File: config.mk
export PLATFORM = sky130hd
export DESIGN_NAME = lpm_device_flat
export DESIGN_NICKNAME = d
export VERILOG_FILES = /design/src/pkg/lpm_pkg.sv /design/src/pkg/lpm_link_if.sv /design/src/design/lpm_device.sv /design/src/flat_wrapper.sv
export SDC_FILE = /design/constraint.sdc
export NUM_CORES = 1
export LEC_CHECK = 0
export BUFFER_PORTS_ARGS = -buffer_cell sky130_fd_sc_hd__clkbuf_2
export CELL_PAD_IN_SITES_DETAIL_PLACEMENT = 0
export CELL_PAD_IN_SITES_GLOBAL_PLACEMENT = 1
export CORE_AREA = 2 2 73 75
export CTS_BUF_LIST = sky130_fd_sc_hd__clkbuf_4
export CTS_CLUSTER_SIZE = 28
export DETAILED_ROUTE_END_ITERATION = 16
export DIE_AREA = 0 0 75 77
export HOLD_SLACK_MARGIN = 0.03
export PLACE_DENSITY = 0.56
export SLEW_MARGIN = 10
export SYNTH_ARGS = -nofsm -noshare
export SYNTH_HDL_FRONTEND = slang
export SYNTH_SLANG_ARGS = --single-unit
File: constraint.sdc
create_clock -name I_REF_CLK -period 3.6 [get_ports I_REF_CLK]
set_clock_uncertainty 0.05 [all_clocks]
set_input_delay 1.08 -clock I_REF_CLK [delete_from_list [all_inputs] [get_ports I_REF_CLK]]
set_output_delay 1.08 -clock I_REF_CLK [all_outputs]
set_load 0.01 [all_outputs]
File: src/pkg/lpm_pkg.sv
// shared constants and types for the lcd power mode control link
package lpm_pkg;
	// command byte decode
	localparam logic [3:0] LPM_CONTRAST_OP = 4'h7;
	localparam logic [4:0] LPM_POWER_CTRL_OP = 5'h0A;
	localparam logic [3:0] LPM_POWER_SAVE_OP = 4'h4;
	localparam logic [3:0] LPM_DISPLAY_OP = 4'h3;
	// field positions
	localparam int LPM_REG_BIT = 2;
	localparam int LPM_FOL_BIT = 1;
	localparam int LPM_BOOST_BIT = 0;
	localparam int LPM_OSC_BIT = 1;
	localparam int LPM_SAVE_BIT = 0;
	localparam int LPM_CUR_BIT = 3;
	localparam int LPM_BLINK_BIT = 2;
	localparam int LPM_DUAL_BIT = 1;
	localparam int LPM_DISP_BIT = 0;
	localparam int LPM_SYSSET_BIT = 3;
	// reset values
	localparam logic [3:0] LPM_CONTRAST_RST = 4'h0;
	localparam logic [3:0] LPM_CONTRAST_MID = 4'h8;
	// timing
	localparam int LPM_CLK_NS = 50;
	localparam int LPM_RST_HOLD_NS = 10000;
	localparam int LPM_RST_HOLD_CYC = (LPM_RST_HOLD_NS + LPM_CLK_NS - 1) / LPM_CLK_NS;
	localparam int LPM_START_NS = 1000;
	localparam int LPM_START_CYC = LPM_START_NS / LPM_CLK_NS;
	localparam int LPM_SETTLE_CYC = 4;
	localparam int LPM_CNT_W = 9;
	// host registers (AXI4-Lite byte addresses)
	localparam logic [3:0] LPM_A_CMD = 4'h0;
	localparam logic [3:0] LPM_A_DATA = 4'h4;
	localparam logic [3:0] LPM_A_STAT = 4'h8;
	localparam logic [3:0] LPM_A_LINK = 4'hC;
	localparam logic [1:0] LPM_RESP_OK = 2'h0;
	localparam logic [1:0] LPM_RESP_ERR = 2'h2;
endpackage

File: src/pkg/lpm_link_if.sv
// link between host end and lcd power mode device end
`timescale 1ns/100ps
interface lpm_link_if;
	logic chip_reset_in;
	logic wr_stb;
	logic register_select;
	logic [7:0] wr_data;
	modport host (output chip_reset_in, output wr_stb, output register_select, output wr_data);
	modport dev (input chip_reset_in, input wr_stb, input register_select, input wr_data);
endinterface

File: src/design/lpm_device.sv
// device end: command decode, power state, sleep and reset defaults
// Behaviour
// - keep 4-bit contrast code, drive regulator
// - contrast cleared on reset, writable zero
// - sleep only with power stages off
// - sleep holds all drive outputs high
// - sleep leaves display memories untouched
// - sleep stops circuits, retains prior state
// - reset clears display, oscillator, save, glyph-use
// - reset turns regulator, follower, boost off
// - host holds reset at least 10 us
// - operation begins within 1 us after release
// - boost needs oscillator running
// - reset held while external supply switches
// - host preloads contrast 1000 or 0111 (lpm_host sends no preload; reset leaves contrast 0000)
// - select low is command, high is data
// - bytes 70h-7Fh load contrast code
// - power command sets regulator, follower, boost
//
// The AXI4-Lite register port and the register addresses were chosen for this implementation.
`timescale 1ns/100ps
module lpm_device (
	// clock
	input wire logic I_REF_CLK,
	// link
	lpm_link_if.dev link,
	// user side: system-set input for glyph ram use
	input wire logic i_glyph_use_req,
	// state outputs
	output logic [3:0] O_CONTRAST,
	output logic O_REGULATOR_ENABLE,
	output logic O_FOLLOWER_ENABLE,
	output logic O_BOOST_ENABLE,
	output logic O_OSC_ON,
	output logic O_POWER_SAVE_FLAG,
	output logic O_SLEEP,
	output logic O_DISPLAY_ON,
	output logic O_CURSOR_SHOW,
	output logic O_BLINK,
	output logic O_DUAL_CURSOR,
	output logic O_USER_GLYPH_RAM_USE,
	output logic O_COMMON_DRIVE_HIGH,
	output logic O_SEGMENT_DRIVE_HIGH,
	output logic O_DATA_STB,
	output logic [7:0] O_DATA,
	output logic O_READY
);
	// contrast and power stage state
	logic [3:0] contrast_reg;
	logic [3:0] contrast_next;
	logic reg_en_reg;
	logic reg_en_next;
	logic fol_en_reg;
	logic fol_en_next;
	logic boost_reg;
	logic boost_next;
	// oscillator, save and sleep state
	logic osc_reg;
	logic osc_next;
	logic save_reg;
	logic save_next;
	logic sleep_reg;
	logic sleep_next;
	// display control and glyph use
	logic disp_reg;
	logic disp_next;
	logic cur_reg;
	logic cur_next;
	logic blink_reg;
	logic blink_next;
	logic dual_reg;
	logic dual_next;
	logic glyph_reg;
	logic glyph_next;
	// startup window and output stage
	logic [lpm_pkg::LPM_CNT_W-1:0] start_cnt_reg;
	logic [lpm_pkg::LPM_CNT_W-1:0] start_cnt_next;
	logic ready_reg;
	logic ready_next;
	logic drive_hi_reg;
	logic drive_hi_next;
	logic data_stb_reg;
	logic data_stb_next;
	logic [7:0] data_reg;
	logic [7:0] data_next;

	// upper-nibble opcode match on a command byte
	function automatic logic op_hit4(input logic [7:0] byte_in, input logic [3:0] op);
		op_hit4 = (byte_in[7:4] == op);
	endfunction

	// link decode
	wire rst = link.chip_reset_in;
	wire cmd = link.wr_stb & ~link.register_select;
	wire dat = link.wr_stb & link.register_select;
	wire [7:0] b = link.wr_data;
	wire is_contrast = cmd & op_hit4(b, lpm_pkg::LPM_CONTRAST_OP);
	wire is_power = cmd & (b[7:3] == lpm_pkg::LPM_POWER_CTRL_OP);
	wire is_save = cmd & op_hit4(b, lpm_pkg::LPM_POWER_SAVE_OP) & ~b[lpm_pkg::LPM_SYSSET_BIT];
	wire is_disp = cmd & op_hit4(b, lpm_pkg::LPM_DISPLAY_OP);
	wire save_set = b[lpm_pkg::LPM_SAVE_BIT];
	wire osc_req = b[lpm_pkg::LPM_OSC_BIT];

	// sleep gating and power stage interlocks
	wire live = ~sleep_reg;
	wire stages_off = ~reg_en_reg & ~fol_en_reg & ~boost_reg;
	wire enter_sleep = is_save & save_set & ~osc_req & stages_off;
	wire osc_stop = is_save & ~osc_req;
	wire boost_cmd = b[lpm_pkg::LPM_BOOST_BIT] & osc_reg;
	wire take_contrast = is_contrast & live;
	wire take_power = is_power & live;
	wire take_disp = is_disp & live;
	wire take_data = dat & live;
	wire start_done = (start_cnt_reg == lpm_pkg::LPM_CNT_W'(lpm_pkg::LPM_START_CYC - 1));

	// next-state selection
	assign contrast_next = take_contrast ? b[3:0] : contrast_reg;
	assign reg_en_next = take_power ? b[lpm_pkg::LPM_REG_BIT] : reg_en_reg;
	assign fol_en_next = take_power ? b[lpm_pkg::LPM_FOL_BIT] : fol_en_reg;
	assign boost_next = take_power ? boost_cmd : (boost_reg & ~osc_stop);
	assign osc_next = is_save ? osc_req : osc_reg;
	assign save_next = is_save ? save_set : save_reg;
	assign sleep_next = is_save ? enter_sleep : sleep_reg;
	assign disp_next = take_disp ? b[lpm_pkg::LPM_DISP_BIT] : disp_reg;
	assign cur_next = take_disp ? b[lpm_pkg::LPM_CUR_BIT] : cur_reg;
	assign blink_next = take_disp ? b[lpm_pkg::LPM_BLINK_BIT] : blink_reg;
	assign dual_next = take_disp ? b[lpm_pkg::LPM_DUAL_BIT] : dual_reg;
	assign glyph_next = glyph_reg | (i_glyph_use_req & live);
	assign start_cnt_next = ready_reg ? start_cnt_reg : start_cnt_reg + 1'b1;
	assign ready_next = ready_reg | start_done;
	assign drive_hi_next = sleep_reg;
	assign data_stb_next = take_data;
	assign data_next = take_data ? b : data_reg;

	// contrast and power stages, async reset
	always_ff @(posedge I_REF_CLK or posedge rst) begin
		if (rst) begin
			contrast_reg <= lpm_pkg::LPM_CONTRAST_RST;
			reg_en_reg <= 1'b0;
			fol_en_reg <= 1'b0;
			boost_reg <= 1'b0;
		end else begin
			contrast_reg <= contrast_next;
			reg_en_reg <= reg_en_next;
			fol_en_reg <= fol_en_next;
			boost_reg <= boost_next;
		end
	end

	// oscillator, sleep and display flags, async reset
	always_ff @(posedge I_REF_CLK or posedge rst) begin
		if (rst) begin
			osc_reg <= 1'b0;
			save_reg <= 1'b0;
			sleep_reg <= 1'b0;
			disp_reg <= 1'b0;
			cur_reg <= 1'b0;
			blink_reg <= 1'b0;
			dual_reg <= 1'b0;
			glyph_reg <= 1'b0;
		end else begin
			osc_reg <= osc_next;
			save_reg <= save_next;
			sleep_reg <= sleep_next;
			disp_reg <= disp_next;
			cur_reg <= cur_next;
			blink_reg <= blink_next;
			dual_reg <= dual_next;
			glyph_reg <= glyph_next;
		end
	end

	// startup window and output stage, async reset
	always_ff @(posedge I_REF_CLK or posedge rst) begin
		if (rst) begin
			start_cnt_reg <= '0;
			ready_reg <= 1'b0;
			drive_hi_reg <= 1'b0;
			data_stb_reg <= 1'b0;
			data_reg <= 8'h00;
		end else begin
			start_cnt_reg <= start_cnt_next;
			ready_reg <= ready_next;
			drive_hi_reg <= drive_hi_next;
			data_stb_reg <= data_stb_next;
			data_reg <= data_next;
		end
	end

	// outputs straight from registers
	assign O_CONTRAST = contrast_reg;
	assign O_REGULATOR_ENABLE = reg_en_reg;
	assign O_FOLLOWER_ENABLE = fol_en_reg;
	assign O_BOOST_ENABLE = boost_reg;
	assign O_OSC_ON = osc_reg;
	assign O_POWER_SAVE_FLAG = save_reg;
	assign O_SLEEP = sleep_reg;
	assign O_DISPLAY_ON = disp_reg;
	assign O_CURSOR_SHOW = cur_reg;
	assign O_BLINK = blink_reg;
	assign O_DUAL_CURSOR = dual_reg;
	assign O_USER_GLYPH_RAM_USE = glyph_reg;
	assign O_COMMON_DRIVE_HIGH = drive_hi_reg;
	assign O_SEGMENT_DRIVE_HIGH = drive_hi_reg;
	assign O_DATA_STB = data_stb_reg;
	assign O_DATA = data_reg;
	assign O_READY = ready_reg;
endmodule

File: src/flat_wrapper.sv
// flat-port wrapper written by rule: the top's interface ports become plain ports
module lpm_device_flat 
  (I_REF_CLK, i_glyph_use_req, O_CONTRAST, O_REGULATOR_ENABLE, O_FOLLOWER_ENABLE, O_BOOST_ENABLE, O_OSC_ON, O_POWER_SAVE_FLAG, O_SLEEP, O_DISPLAY_ON, O_CURSOR_SHOW, O_BLINK, O_DUAL_CURSOR, O_USER_GLYPH_RAM_USE, O_COMMON_DRIVE_HIGH, O_SEGMENT_DRIVE_HIGH, O_DATA_STB, O_DATA, O_READY, link_chip_reset_in, link_wr_stb, link_register_select, link_wr_data);
  lpm_link_if link_i ();
  input wire logic I_REF_CLK;
  input wire logic i_glyph_use_req;
  output logic [3:0] O_CONTRAST;
  output logic O_REGULATOR_ENABLE;
  output logic O_FOLLOWER_ENABLE;
  output logic O_BOOST_ENABLE;
  output logic O_OSC_ON;
  output logic O_POWER_SAVE_FLAG;
  output logic O_SLEEP;
  output logic O_DISPLAY_ON;
  output logic O_CURSOR_SHOW;
  output logic O_BLINK;
  output logic O_DUAL_CURSOR;
  output logic O_USER_GLYPH_RAM_USE;
  output logic O_COMMON_DRIVE_HIGH;
  output logic O_SEGMENT_DRIVE_HIGH;
  output logic O_DATA_STB;
  output logic [7:0] O_DATA;
  output logic O_READY;
  input wire logic [$bits(link_i.chip_reset_in)-1:0] link_chip_reset_in;
  input wire logic [$bits(link_i.wr_stb)-1:0] link_wr_stb;
  input wire logic [$bits(link_i.register_select)-1:0] link_register_select;
  input wire logic [$bits(link_i.wr_data)-1:0] link_wr_data;
  assign link_i.chip_reset_in = link_chip_reset_in;
  assign link_i.wr_stb = link_wr_stb;
  assign link_i.register_select = link_register_select;
  assign link_i.wr_data = link_wr_data;
  lpm_device u_core (.I_REF_CLK(I_REF_CLK), .link(link_i), .i_glyph_use_req(i_glyph_use_req), .O_CONTRAST(O_CONTRAST), .O_REGULATOR_ENABLE(O_REGULATOR_ENABLE), .O_FOLLOWER_ENABLE(O_FOLLOWER_ENABLE), .O_BOOST_ENABLE(O_BOOST_ENABLE), .O_OSC_ON(O_OSC_ON), .O_POWER_SAVE_FLAG(O_POWER_SAVE_FLAG), .O_SLEEP(O_SLEEP), .O_DISPLAY_ON(O_DISPLAY_ON), .O_CURSOR_SHOW(O_CURSOR_SHOW), .O_BLINK(O_BLINK), .O_DUAL_CURSOR(O_DUAL_CURSOR), .O_USER_GLYPH_RAM_USE(O_USER_GLYPH_RAM_USE), .O_COMMON_DRIVE_HIGH(O_COMMON_DRIVE_HIGH), .O_SEGMENT_DRIVE_HIGH(O_SEGMENT_DRIVE_HIGH), .O_DATA_STB(O_DATA_STB), .O_DATA(O_DATA), .O_READY(O_READY));
endmodule
-- Word-level counts from Yosys, hierarchy flattened
Index checks and enable logic that the tools add are counted.
- register bits: 35
- input port bits: 13
- logic and storage cells: 54
- multiplexer cells: 1
- equality and inequality tests: 5
- bitwise logic cells: 30
- add/subtract/negate cells: 1
- operator list (cell ; count):
    bitwise AND 1 bit ; 20
    adder 9 x 1 -> 9 bit (second input constant) ; 1
    equality test 9 x 5 -> 1 bit (second input constant) ; 1
    equality test 4 x 3 -> 1 bit (second input constant) ; 2
    NOT 1 bit ; 8
    equality test 5 x 4 -> 1 bit (second input constant) ; 1
    equality test 4 x 2 -> 1 bit (second input constant) ; 1
    OR 1 bit ; 2
    two-way mux 1 bit ; 1

-- Logic depth before layout (Yosys ltp)
- word-level depth: 8
- depth in mapped cells: 4
- gate-level depth less buffers: 4

-- Least setup slack after synthesis
OpenSTA, ideal clock, no wires.
- kind: input to register
- from: in link_wr_data[4]
- to: reg u_core.osc_reg (netlist: u_core.O_OSC_ON)
- slack: 1.353 ns
- data required time: 3.425 ns
- path buffers: 0
- setup time: 0.125 ns
- data arrival time: 2.072 ns
- stages: 3
- path through: or4b_1 nand2b_4 mux2_4
- longest elaborated chain between the ends: 3
- RTL lines (what ; line ; text):
    start, declared ; flat_wrapper.sv:27 ; input wire logic [$bits(link_i.wr_data)-1:0] link_wr_data;
    equality test 4 x 3 -> 1 bit ; lpm_device.sv:89 ; op_hit4 = (byte_in[7:4] == op);
    bitwise AND 1 bit (2 in series) ; lpm_device.sv:99 ; wire is_save = cmd & op_hit4(b, lpm_pkg::LPM_POWER_SAVE_OP) & ~b[lpm_pkg::LPM_SYSSET_BIT];
    end signal, assigned ; lpm_device.sv:162 ; osc_reg <= osc_next;
    end, declared ; lpm_device.sv:58 ; logic osc_reg;
Every way passes these cells.
A chain may end at the register's enable or synchronous reset.

-- Worst setup path after layout
- from: in link_register_select
- to: reg u_core.blink_reg (netlist: u_core.O_BLINK)
- longest elaborated chain between the ends: 4
- RTL lines (what ; line ; text):
    start, declared ; flat_wrapper.sv:26 ; input wire logic [$bits(link_i.register_select)-1:0] link_register_select;
    NOT 1 bit ; lpm_device.sv:94 ; wire cmd = link.wr_stb & ~link.register_select;
    bitwise AND 1 bit ; lpm_device.sv:94 ;
    bitwise AND 1 bit ; lpm_device.sv:100 ; wire is_disp = cmd & op_hit4(b, lpm_pkg::LPM_DISPLAY_OP);
    bitwise AND 1 bit ; lpm_device.sv:112 ; wire take_disp = is_disp & live;
    end signal, assigned ; lpm_device.sv:167 ; blink_reg <= blink_next;
    end, declared ; lpm_device.sv:69 ; logic blink_reg;
Every way passes these cells.

==> run_results.csv <==
group,metric,value,unit
run_status,status,"finished, final reports clean",
hold_path,timing.hold.worst.start,"u_core.O_USER_GLYPH_RAM_USE",
clock_tree,post_cts_resized,0,
timing,final_setup_tns,0,ns
pwr,p_switching,236.9,uW
logic_synthesis,synth_compound_gate_area_share,0.02129,
logic_synthesis,yosys.area_share.simple,0.1380,
timing,relSlewSlack,0.6535,
place,numPlacedInstances,210,
grt,grt_first_pass_wirelength,5009,um
critical_path,critical-path-max-stage-delay,0.39,ns
die,fp.dieH,77,um
pwr,p_int,623.4,uW
clock_tree,h-tree-depth,2,
critical_path,worst_setup_path_end_kind,"register",
logic_synthesis,synth.lib_cells_used.distinct,27,
critical_path,r2r_setup_slack,1.91,ns
route,viasPerCell,4.491,
clock_tree,numClockSinks,35,
critical_path,crit_family,"simple AND/OR/NAND/NOR gates",
place,place_congestion,0.6887,
logic_synthesis,avgSynthCellArea,14.54,um2
logic_synthesis,yosys-mux-area-fraction,0.1729,
final_layout,final_area,0.001809,mm2
critical_path,worst-endpoint-arrival,2.32,ns
pwr,powerDensity,475.5,mW/mm2
final_layout,num-nets-final,161,
clock_tree,cts_root_buf,"clkbuf_4",
timing,post-route-period-util,0.5988,
clock_tree,cts_hold_repair.buffers,0,
timing,worstMarginPinSlew,0.5183,ns
die,die_width,75,um
critical_path,crit-reg2reg-launch,"u_core.O_SLEEP",
timing,fmax,463.9,MHz
grt,grt.total_usage,0.1172,
final_layout,largest_register_ffs,9,
logic_synthesis,syn-num-nets,115,
critical_path,critical_path_peak_fanout,5,
clock_tree,cts_tree,"yes",
die,boundaryPins,40,
route,drt-initial-drc-count,45,
critical_path,path_class,"primary input to register",
critical_path,cp_num_buf_inv,1,
critical_path,worstReg2RegEnd,"u_core.O_BLINK",
logic_synthesis,synth_xor_area_frac,0.04770,
pwr,netSwitchingFraction,0.2753,
hold_path,holdCritPathClass,"register to register",
logic_synthesis,largest_family_of_logic_cells_by_synthesized_area,"multiplexers",
route,wirelength,3040,um
final_layout,synthToLayoutAreaGrowth,23.17,%
logic_synthesis,ys_ff_latch,35,
route,route.detailed.wl_per_inst,13.94,um
final_layout,diodes,0,
route,route.antenna.remaining_nets,0,
critical_path,crit_slowest_cell,"nor4b_4",
run,drv_cap,0,
clock_tree,cts.clk_slew.worst_paths,0.10,ns
timing,final_hold_viol_count,0,
pwr,clockPowerShare,0.247,
logic_synthesis,synth_fa_ha_area_frac,0.008518,
critical_path,crit_start,"link_register_select",
clock_tree,cts-buffers-inserted,5,
critical_path,startpoint_type,"primary input",
final_layout,final_cell_count_no_fill,218,
final_layout,layout.filler_cells,507,
timing,timing.hold.ws,0.4196,ns
pwr,comb_power_share,0.197,
route,dr.pass1.iters,4,
die,core_area,0.004977,mm2
pwr,irDropWorstVdd,206.7,uV
timing,grt_setup_unrepaired,"false",
grt,grt_pass1_vias,1002,
route,route.vias.total,979,
logic_synthesis,ys_seq_area_frac,0.5963,
place,port_buffers,39,
die,start_util,0.2951,
pwr,seqPwrFrac,0.556,
final_layout,layout-drive-gt1-share,0.4865,
timing,pins_over_their_slew_limit,0,
die,std_cell_rows,26,
place,hpwl,2245,um
critical_path,worstRegToRegCells,3,
clock_tree,cts.repair_timing.setup_buffer_count,0,
critical_path,critical_path_required,3.77,ns
grt,grt_overflow,0,
clock_tree,cts_max_path_buffers,2,
timing,setup_viol_count_final,0,
grt,grt_start_max_net_pins,36,
pwr,cellLeakagePower,0.9196,nW
die,die_area,0.005775,mm2
logic_synthesis,postSynthCellCount,101,
place,cell_area_reported_after_detailed_placement,0.001752,mm2
hold_path,hold-path-cell-count,1,
route,drc,0,
logic_synthesis,ys.warnings.count,0,
logic_synthesis,synthesis.area,0.001469,mm2
timing,post-route-min-period,2.156,ns
grt,antenna_found_initial,0,
hold_path,min_delay_worst_endpoint,"u_core.O_USER_GLYPH_RAM_USE",
clock_tree,clkLatencyLatePin,0.32,ns
critical_path,crit_chain,"clkbuf_2 > nor4b_4 > nand4b_1 > mux2_2",
==> metrics by stage <==
stage	util	total power, mW	setup WS (ns)
6_report	0.3635	0.8603	1.444
5_1_grt	0.3635	0.9175	1.363
4_1_cts	0.3635	0.8804	1.469
3_5_place_dp	0.3519	0.6624	1.106
3_3_place_gp	0.3519	0.6582	1.120
2_1_floorplan	-	0.5743	1.353
==> per-layer routing <==
metal  part of all wire  up-vias  global-route usage
li1                   -      450                   -
met1               0.45      490              0.1481
met5                  0        -                   0
met3              0.069        6             0.04336
met4              0.018        0             0.04821
met2               0.47       33              0.1781
==> synthesized netlist by cell type (all sizes together) <==
cell type   n  area, um2
dfrtp      35      875.8
mux2       21      244.0
xnor2       6      52.55
inv         4      15.01
nand2b      4      32.53
nand4       4      25.02
nand2       3      11.26
nor4b       3      41.29
a21o        2      15.01
nand3       2      10.01
nand4b      2      17.52
nor2        2      7.510
xor2        2      17.52
and2        1      6.260
and3        1      6.260
and3b       1      8.760
buf         1      7.510
ha          1      12.51
mux2i       1      10.01
nor3b       1      18.77
o211ai      1      7.510
o2bb2ai     1      8.760
or4         1      7.510
or4b        1      10.01
==> power by group through the flow <==
stage	combinational (mW)	clock (mW)	sequential (mW)
after floorplan	0.0661	0	0.508
after global placement	0.173	0	0.485
after detailed placement	0.175	0	0.488
after CTS	0.175	0.226	0.480
after global routing	0.187	0.243	0.487
final	0.170	0.212	0.478
==> logic make-up after synthesis <==
group	count (synthesis)
simple gates	26
mux	22
buf+inv	5
compound gates	4
fa+ha+maj	1
xor+xnor	8
flops	35
==> worst max path at each step <==
stage | slack (ns) | endpoint | depth (start not counted)
CTS | 1.47 | u_core.O_BLINK | 4
global route | 1.36 | u_core.O_CURSOR_SHOW | 4
global placement | 1.12 | u_core.O_CURSOR_SHOW | 4
detailed placement | 1.11 | u_core.O_DUAL_CURSOR | 4
finish | 1.44 | u_core.O_BLINK | 4
floorplan | 1.35 | u_core.O_OSC_ON | 3
==> cell type report <==
cell class	count	area, um2	share of cell area
flip-flops and latches	35	875.8	0.4841
multi-input cells	61	570.5	0.3154
repair buffers	40	202.7	0.1120
well taps	70	87.58	0.04841
clock buffers	7	52.55	0.02905
inverters	4	15.01	0.008299
clock inverters	1	5.005	0.002766
==> cell usage in the layout (no fill, tap or decap), drive strengths merged, types with 2 or more instances in the layout <==
cell type and instances:
clkbuf 46, dfrtp 35, mux2 21, xnor2 6, nand4 4, inv 4, nand2b 4, nand2 3
nor4b 3, nand4b 2, nor2 2, xor2 2, nand3 2, a21o 2
Power figures use the tool's default switching activity.
